File: src/psp_pkg.sv
`default_nettype none
package psp_pkg;
    localparam logic [7:0] PSP_ADR_DATA  = 8'h08;
    localparam logic [7:0] PSP_ADR_PINS  = 8'h09;
    localparam logic [7:0] PSP_ADR_GATES = 8'h0b;
    localparam logic [7:0] PSP_ADR_FLAGS = 8'h0c;
    localparam logic [7:0] PSP_ADR_DIR   = 8'h88;
    localparam logic [7:0] PSP_ADR_CTRL  = 8'h89;
    localparam logic [7:0] PSP_ADR_EN    = 8'h8c;

    localparam int PSP_B_INFULL  = 7;
    localparam int PSP_B_OUTFULL = 6;
    localparam int PSP_B_OVF     = 5;
    localparam int PSP_B_MODE    = 4;
    localparam int PSP_B_IRQ     = 7;
    localparam int PSP_B_GLOBAL  = 7;
    localparam int PSP_B_PERIPH  = 6;

    localparam int PSP_PIN_RD = 0;
    localparam int PSP_PIN_WR = 1;
    localparam int PSP_PIN_CS = 2;

    localparam logic [2:0] PSP_RST_TRIS  = 3'h7;
    localparam logic [7:0] PSP_RST_DIR   = 8'hff;
    localparam logic [7:0] PSP_RST_EN    = 8'h00;
    localparam logic [1:0] PSP_RST_GATES = 2'h0;
    localparam logic [7:0] PSP_RST_LAT   = 8'h00;
endpackage : psp_pkg
`default_nettype wire

File: src/psp_evt_if.sv
`timescale 1ns/10ps
`default_nettype none
interface psp_evt_if;
    logic       rd_active;
    logic       rd_done;
    logic       wr_done;
    logic [7:0] word;
    modport src (output rd_active, output rd_done, output wr_done, output word);
    modport dst (input rd_active, input rd_done, input wr_done, input word);
endinterface : psp_evt_if
`default_nettype wire

File: src/psp_strobe.sv
`timescale 1ns/10ps
`default_nettype none
module psp_strobe
    import psp_pkg::*;
(
    input  wire logic       ref_clk,
    input  wire logic       nrst,
    input  wire logic       en,
    input  wire logic [2:0] ctl_in,
    input  wire logic [7:0] data_in,
    psp_evt_if.src          evt
);
    typedef struct packed {
        logic       rd_act;
        logic       wr_act;
        logic [7:0] word;
    } psp_strobe_st_t;

    psp_strobe_st_t s_q;
    psp_strobe_st_t s_d;
    logic           rd_now;
    logic           wr_now;

    always_comb begin
        // Transfer lives while select and one strobe are low
        rd_now = en & ~ctl_in[PSP_PIN_CS] & ~ctl_in[PSP_PIN_RD];
        wr_now = en & ~ctl_in[PSP_PIN_CS] & ~ctl_in[PSP_PIN_WR];
        s_d = s_q;
        s_d.rd_act = rd_now;
        s_d.wr_act = wr_now;
        // Last word seen while low is the one kept at the rising edge
        if (wr_now) begin
            s_d.word = data_in;
        end
    end

    always_ff @(posedge ref_clk or negedge nrst) begin
        if (!nrst) begin
            s_q <= '0;
        end else begin
            s_q <= s_d;
        end
    end

    assign evt.rd_active = s_q.rd_act;
    assign evt.rd_done   = s_q.rd_act & ~rd_now;
    assign evt.wr_done   = s_q.wr_act & ~wr_now;
    assign evt.word      = s_q.word;
endmodule : psp_strobe
`default_nettype wire

File: src/psp_irq.sv
`timescale 1ns/10ps
`default_nettype none
module psp_irq (
    input  wire logic ref_clk,
    input  wire logic nrst,
    input  wire logic set,
    input  wire logic rd_clr,
    input  wire logic wr,
    input  wire logic wbit,
    input  wire logic enable,
    input  wire logic periph_gate,
    input  wire logic global_gate,
    output logic      flag,
    output logic      irq
);
    typedef struct packed {
        logic flag;
        logic irq;
    } psp_irq_st_t;

    psp_irq_st_t s_q;
    psp_irq_st_t s_d;

    always_comb begin
        s_d = s_q;
        if (rd_clr) begin
            s_d.flag = 1'b0;
        end else if (wr) begin
            s_d.flag = wbit;
        end
        // Set beats any clear in the same cycle
        if (set) begin
            s_d.flag = 1'b1;
        end
        s_d.irq = s_d.flag & enable & periph_gate & global_gate;
    end

    always_ff @(posedge ref_clk or negedge nrst) begin
        if (!nrst) begin
            s_q <= '0;
        end else begin
            s_q <= s_d;
        end
    end

    assign flag = s_q.flag;
    assign irq  = s_q.irq;
endmodule : psp_irq
`default_nettype wire

File: src/psp_top.sv
// Behaviour
// - Mode bit turns data port into slave port
// - External strobes access latches asynchronously; here strobes are sampled on ref_clk
// - Control pins become read, write, select
// - Separate output and input 8-bit latches
// - CPU writes output, reads input, same address
// - Data direction ignored; strobes steer data pins
// - Input full set on write, cleared on read
// - Output full set by CPU, cleared externally
// - Second write sets overflow, keeps old word
// - Full flags held clear outside slave mode
// - Overflow sticky; only software write clears
// - Every external transfer latches interrupt flag
// - Interrupt flag stays until software clears
// - Request only while enable bit set
// - Peripheral and global gates also required
//
// Design decision made here: strobed register access.
`timescale 1ns/10ps
`default_nettype none
module psp_top
    import psp_pkg::*;
(
    input  wire logic       ref_clk,
    input  wire logic       nrst,
    input  wire logic [7:0] reg_addr,
    input  wire logic [7:0] reg_wdata,
    input  wire logic       reg_wr,
    input  wire logic       reg_rd,
    output logic      [7:0] reg_rdata,
    input  wire logic [7:0] data_in,
    output logic      [7:0] data_out,
    output logic      [7:0] data_oe,
    input  wire logic [2:0] ctl_in,
    output logic      [2:0] ctl_out,
    output logic      [2:0] ctl_oe,
    output logic            irq
);
    typedef struct packed {
        logic [7:0] out_lat;
        logic [7:0] in_lat;
        logic [2:0] pin_lat;
        logic [7:0] dir;
        logic [7:0] en;
        logic [1:0] gates;
        logic       in_full;
        logic       out_full;
        logic       in_ovf;
        logic       mode;
        logic [2:0] tris;
        logic [7:0] rdata;
        logic [7:0] dout;
        logic [7:0] doe;
        logic [2:0] cout;
        logic [2:0] coe;
    } psp_top_st_t;

    psp_top_st_t s_q;
    psp_top_st_t s_d;

    psp_evt_if evt ();

    logic       wr_data;
    logic       rd_data;
    logic       wr_ctrl;
    logic       wr_pins;
    logic       wr_dir;
    logic       wr_en;
    logic       wr_gates;
    logic       wr_flags;
    logic       rd_flags;
    logic       irq_flag;
    logic       irq_out;
    logic [7:0] rd_mux;

    assign wr_data  = reg_wr && (reg_addr == PSP_ADR_DATA);
    assign rd_data  = reg_rd && (reg_addr == PSP_ADR_DATA);
    assign wr_ctrl  = reg_wr && (reg_addr == PSP_ADR_CTRL);
    assign wr_pins  = reg_wr && (reg_addr == PSP_ADR_PINS);
    assign wr_dir   = reg_wr && (reg_addr == PSP_ADR_DIR);
    assign wr_en    = reg_wr && (reg_addr == PSP_ADR_EN);
    assign wr_gates = reg_wr && (reg_addr == PSP_ADR_GATES);
    assign wr_flags = reg_wr && (reg_addr == PSP_ADR_FLAGS);
    assign rd_flags = reg_rd && (reg_addr == PSP_ADR_FLAGS);

    // Strobe tracking only runs in slave mode
    psp_strobe u_strobe (
        .ref_clk (ref_clk),
        .nrst    (nrst),
        .en      (s_q.mode),
        .ctl_in  (ctl_in),
        .data_in (data_in),
        .evt     (evt)
    );

    psp_irq u_irq (
        .ref_clk     (ref_clk),
        .nrst        (nrst),
        .set         (evt.rd_done | evt.wr_done),
        .rd_clr      (rd_flags),
        .wr          (wr_flags),
        .wbit        (reg_wdata[PSP_B_IRQ]),
        .enable      (s_q.en[PSP_B_IRQ]),
        .periph_gate (s_q.gates[0]),
        .global_gate (s_q.gates[1]),
        .flag        (irq_flag),
        .irq         (irq_out)
    );

    always_comb begin
        rd_mux = 8'h00;
        case (reg_addr)
            PSP_ADR_DATA: begin
                // Slave mode reads the input latch, port mode the pins
                rd_mux = s_q.mode ? s_q.in_lat : data_in;
            end
            PSP_ADR_PINS: begin
                rd_mux = {5'h00, ctl_in};
            end
            PSP_ADR_GATES: begin
                rd_mux = {s_q.gates[1], s_q.gates[0], 6'h00};
            end
            PSP_ADR_FLAGS: begin
                rd_mux = {irq_flag, 7'h00};
            end
            PSP_ADR_DIR: begin
                rd_mux = s_q.dir;
            end
            PSP_ADR_CTRL: begin
                rd_mux = {s_q.in_full, s_q.out_full, s_q.in_ovf, s_q.mode, 1'b0, s_q.tris};
            end
            PSP_ADR_EN: begin
                rd_mux = {s_q.en[PSP_B_IRQ], 7'h00};
            end
            default: begin
                rd_mux = 8'h00;
            end
        endcase
    end

    always_comb begin
        s_d = s_q;
        s_d.rdata = reg_rd ? rd_mux : 8'h00;

        if (wr_data) begin
            s_d.out_lat = reg_wdata;
        end
        if (wr_pins) begin
            s_d.pin_lat = reg_wdata[2:0];
        end
        if (wr_dir) begin
            s_d.dir = reg_wdata;
        end
        if (wr_en) begin
            s_d.en = {reg_wdata[PSP_B_IRQ], 7'h00};
        end
        if (wr_gates) begin
            s_d.gates = {reg_wdata[PSP_B_GLOBAL], reg_wdata[PSP_B_PERIPH]};
        end
        if (wr_ctrl) begin
            s_d.mode = reg_wdata[PSP_B_MODE];
            s_d.tris = reg_wdata[2:0];
            // Writing a zero is the only way out of overflow
            s_d.in_ovf = s_q.in_ovf & reg_wdata[PSP_B_OVF];
        end

        // CPU read empties the input side
        if (rd_data && s_q.mode) begin
            s_d.in_full = 1'b0;
        end
        // External read empties the output side
        if (evt.rd_done) begin
            s_d.out_full = 1'b0;
        end
        // CPU write fills it; wins over a same-cycle external read
        if (wr_data && s_q.mode) begin
            s_d.out_full = 1'b1;
        end

        if (evt.wr_done) begin
            if (s_q.in_full && !rd_data) begin
                s_d.in_ovf = 1'b1;
            end else begin
                s_d.in_lat  = evt.word;
                s_d.in_full = 1'b1;
            end
        end

        if (!s_d.mode) begin
            s_d.in_full  = 1'b0;
            s_d.out_full = 1'b0;
        end

        if (s_d.mode) begin
            // Direction register has no say here
            s_d.dout = s_d.out_lat;
            s_d.doe  = {8{evt.rd_active}};
            s_d.coe  = 3'h0;
        end else begin
            s_d.dout = s_d.out_lat;
            s_d.doe  = ~s_d.dir;
            s_d.coe  = ~s_d.tris;
        end
        s_d.cout = s_d.pin_lat;
    end

    always_ff @(posedge ref_clk or negedge nrst) begin
        if (!nrst) begin
            s_q         <= '0;
            s_q.dir     <= PSP_RST_DIR;
            s_q.tris    <= PSP_RST_TRIS;
            s_q.en      <= PSP_RST_EN;
            s_q.gates   <= PSP_RST_GATES;
            s_q.out_lat <= PSP_RST_LAT;
            s_q.in_lat  <= PSP_RST_LAT;
        end else begin
            s_q <= s_d;
        end
    end

    assign reg_rdata = s_q.rdata;
    assign data_out  = s_q.dout;
    assign data_oe   = s_q.doe;
    assign ctl_out   = s_q.cout;
    assign ctl_oe    = s_q.coe;
    assign irq       = irq_out;
endmodule : psp_top
`default_nettype wire

File: config.mk
export PLATFORM = sky130hd
export DESIGN_NAME = psp_top
export DESIGN_NICKNAME = d
export VERILOG_FILES = /design/src/psp_pkg.sv /design/src/psp_evt_if.sv /design/src/psp_strobe.sv /design/src/psp_irq.sv /design/src/psp_top.sv
export SDC_FILE = /design/constraint.sdc
export NUM_CORES = 1
export LEC_CHECK = 0
export BUFFER_PORTS_ARGS = -buffer_cell sky130_fd_sc_hd__buf_2
export CAP_MARGIN = 20
export CELL_PAD_IN_SITES_DETAIL_PLACEMENT = 2
export CELL_PAD_IN_SITES_GLOBAL_PLACEMENT = 2
export CORE_MARGIN = 3
export CORE_UTILIZATION = 37
export CTS_CLUSTER_DIAMETER = 150
export CTS_CLUSTER_SIZE = 40
export DETAILED_ROUTE_END_ITERATION = 7
export PLACE_DENSITY = 0.88
export SYNTH_ARGS = -nofsm -noshare
export SYNTH_HDL_FRONTEND = slang
export SYNTH_SLANG_ARGS = --single-unit
File: constraint.sdc
create_clock -name ref_clk -period 1.91 [get_ports ref_clk]
set_input_delay 0.0955 -clock ref_clk [delete_from_list [all_inputs] [get_ports ref_clk]]
set_output_delay 0.0955 -clock ref_clk [all_outputs]
set_load 0.02 [all_outputs]
==> reports/qor.yml <==
status: "finished clean"
synthXorXnorAreaFrac_pct: 0
rr_startpoint: "s_q[33]"
synth_mux_area_share_pct: 20.26
met1Wirelength_um: 4239
worstPathArrival_ps: 1870
topRoutingLayerUsed: "met4"
fin_skew_ps: 11.92
ys_ff_latch: 68
min_to: "u_strobe.evt.word[7]"
synthSimpleGateAreaFrac_pct: 9.210
finalSetupViolations: 0
final_cell_mix: "61 x buf_2, 57 x dfrtp_1, 43 x mux2_2"
worst_pin_slew_ps: 476.4
max_stage_delay_ps: 400
p_leak_uw: 0.001832
worst-path-buf-inv: 1
drt_iter0_drc: 88
synth_ff_type: "dfrtp_1"
grt_antenna_before_repair: 0
reg2reg_slack_ps: 290
slowest_stage: "dfrtp_1"
final_common_cell: "buf_2"
final_nets: 346
cp.depth: 5
yosysWarnings: 0
power_density_mw_per_mm2: 893.2
port-buffer-count: 61
die_h_um: 99.88
finalCriticalPeriod_ps: 1623
path_clk_slew_ps: 90
crit_path_end_kind: "register"
timing.setup.tns_ps: 0
routedWlPerCell_um: 22.86
max_freq_mhz: 616.3
path_cells: "nand2b_1, o21ai_0, buf_4, a21oi_4, mux2_2"
synth_nets: 289
grt_usage_pct: 20.87
crit_required_ps: 2150
cts_resized: 0
grt_pass1_vias: 2575
synthArstFlopShare_pct: 100.0
cts_root_buf: "clkbuf_8"
min_from: "data_in[7]"
fill_cells: 849
worst_path_dominant_cell_family: "flip-flops"
pin_count: 62
hold_depth: 2
grt_overflow_total: 0
synth.cell_area_mm2: 0.003261
synth_edf_count: 0
dp_hpwl_um: 6471
drtPass1Iterations: 4
cts.sinks: 68
postLayoutCellArea_mm2: 0.003877
period_share_pct: 84.95
cts_buffers: 9
ir_drop_v: 0.0006278
core.rowCount: 33
avgSynthCellArea_um2: 12.64
wl_met3_um: 324
regToRegEndpoint: "s_q[63]"
seq_area_frac_synth_pct: 52.61
grt_pass1_wl_um: 15610
crit_type: "register to register"
drive_above_1_share_pct: 48.13
vias_per_cell: 5.313
initial_core_util_pct: 38.90
r2r_cells: 5
hold_violations: 0
synth.top_cell.area_share_pct: 43.75
synth-compound-area-share_pct: 8.327
cts_hold_buf: 10
drv_cap: 0
netlist_instances: 258
syn_to_final_growth_pct: 18.92
drc: 0
via_count: 2258
wl_met2_um: 4903
synth_area_leaders: "dfrtp_1 44%, mux2_2 15%, dfstp_2 8.9%, buf_4 7.1%, mux2i_1 4.3%"
antenna_cells: 0
fp.dieArea_mm2: 0.009975
cts_buffer_depth: 2
synth_top_cell_by_area: "dfrtp_1"
routed_wl_um: 9715
drv_slew: 0
rsz0062_at_grt: "false"
crit_fanout: 8
cts_tree: "yes"
core_area_mm2: 0.008382
synth_top_family_by_area: "multiplexers"
relSlewSlack_pct: 68.17
crit_path_start_kind: "register"
ant_nets: 0
post_cts_buffers: 0
grt_max_degree: 69
synth_fa_ha_area_share_pct: 0
routabilityCongestion: 0.8092
die_w_um: 99.88
hold_class: "input pin to register"
cts-htree-levels: 3
synth_cell_types: 45
place_area_mm2: 0.003532
worst_skew_pair.late_latency_ps: 350
-- routing by layer --
layer | track usage (%) | vias to the layer above
met2 | 34.79 | 59
met3 | 2.641 | 19
met5 | 0 | -
li1 | - | 1005
met4 | 9.034 | 0
met1 | 27.31 | 1175
-- per-stage QoR --
step                      hold WS, ps  util (%)  std cells  total power (uW)  setup WS [ps]
after global routing            10.63     46.26        425              3608          185.0
after CTS                       7.422     46.26        425              3476          288.3
final                           18.87     46.26        425              3463          287.4
after floorplan                -200.1         -        258              1833          431.6
after detailed placement        147.0     42.14        399              1971          141.5
after global placement          141.7     42.14        399              1948          230.5
-- registers in the layout, summed over array words and instances, names as in the netlist --
name	cells
ctl_out	3
data_oe	8
u_strobe.evt.word	8
data_out	8
u_strobe.evt.rd_active	1
u_irq.irq	1
reg_rdata	8
ctl_oe	3
u_irq.flag	1
s_q	26
u_strobe.s_q	1
-- power breakdown --
group          internal (uW)  total [uW]  switching (uW)
logic                    163         388             226
clock network            877        1490             617
registers               1530        1580            47.6
-- synthesized netlist by cell type, types with 4 or more instances --
cell,n
dfrtp_1,57
mux2_2,43
buf_4,31
mux2i_1,14
nor2_1,13
o21ai_0,12
dfstp_2,11
nand2_1,9
nand3_1,7
a211oi_1,4
a22oi_1,4
inv_1,4
-- how the worst max path moves through the flow --
stage / from / end / slack (ps)
floorplan: reg_addr[0] / s_q[59] / 430
global placement: reg_addr[1] / data_oe[5] / 230
detailed placement: reg_addr[1] / s_q[64] / 140
CTS: s_q[33] / s_q[64] / 290
global route: s_q[33] / s_q[62] / 180
finish: s_q[33] / s_q[63] / 290
-- logic make-up after synthesis --
kind of cell / Yosys count
AO/OA/AOI/OAI: 38
multiplexers: 60
buffers and inverters: 45
AND/OR/NAND/NOR: 47
flip-flops: 68
-- layout make-up --
| type | instances | area, um2 | area share [%] |
|---|---|---|---|
| sequential | 68 | 1715 | 44.24 |
| multi-input combinational | 145 | 1232 | 31.78 |
| timing repair buffer | 87 | 538.0 | 13.88 |
| tap | 105 | 131.4 | 3.388 |
| clock buffer | 9 | 123.9 | 3.195 |
| clock inverter | 7 | 121.4 | 3.130 |
| inverter | 4 | 15.01 | 0.3872 |
(Power assumes the default switching activity.)
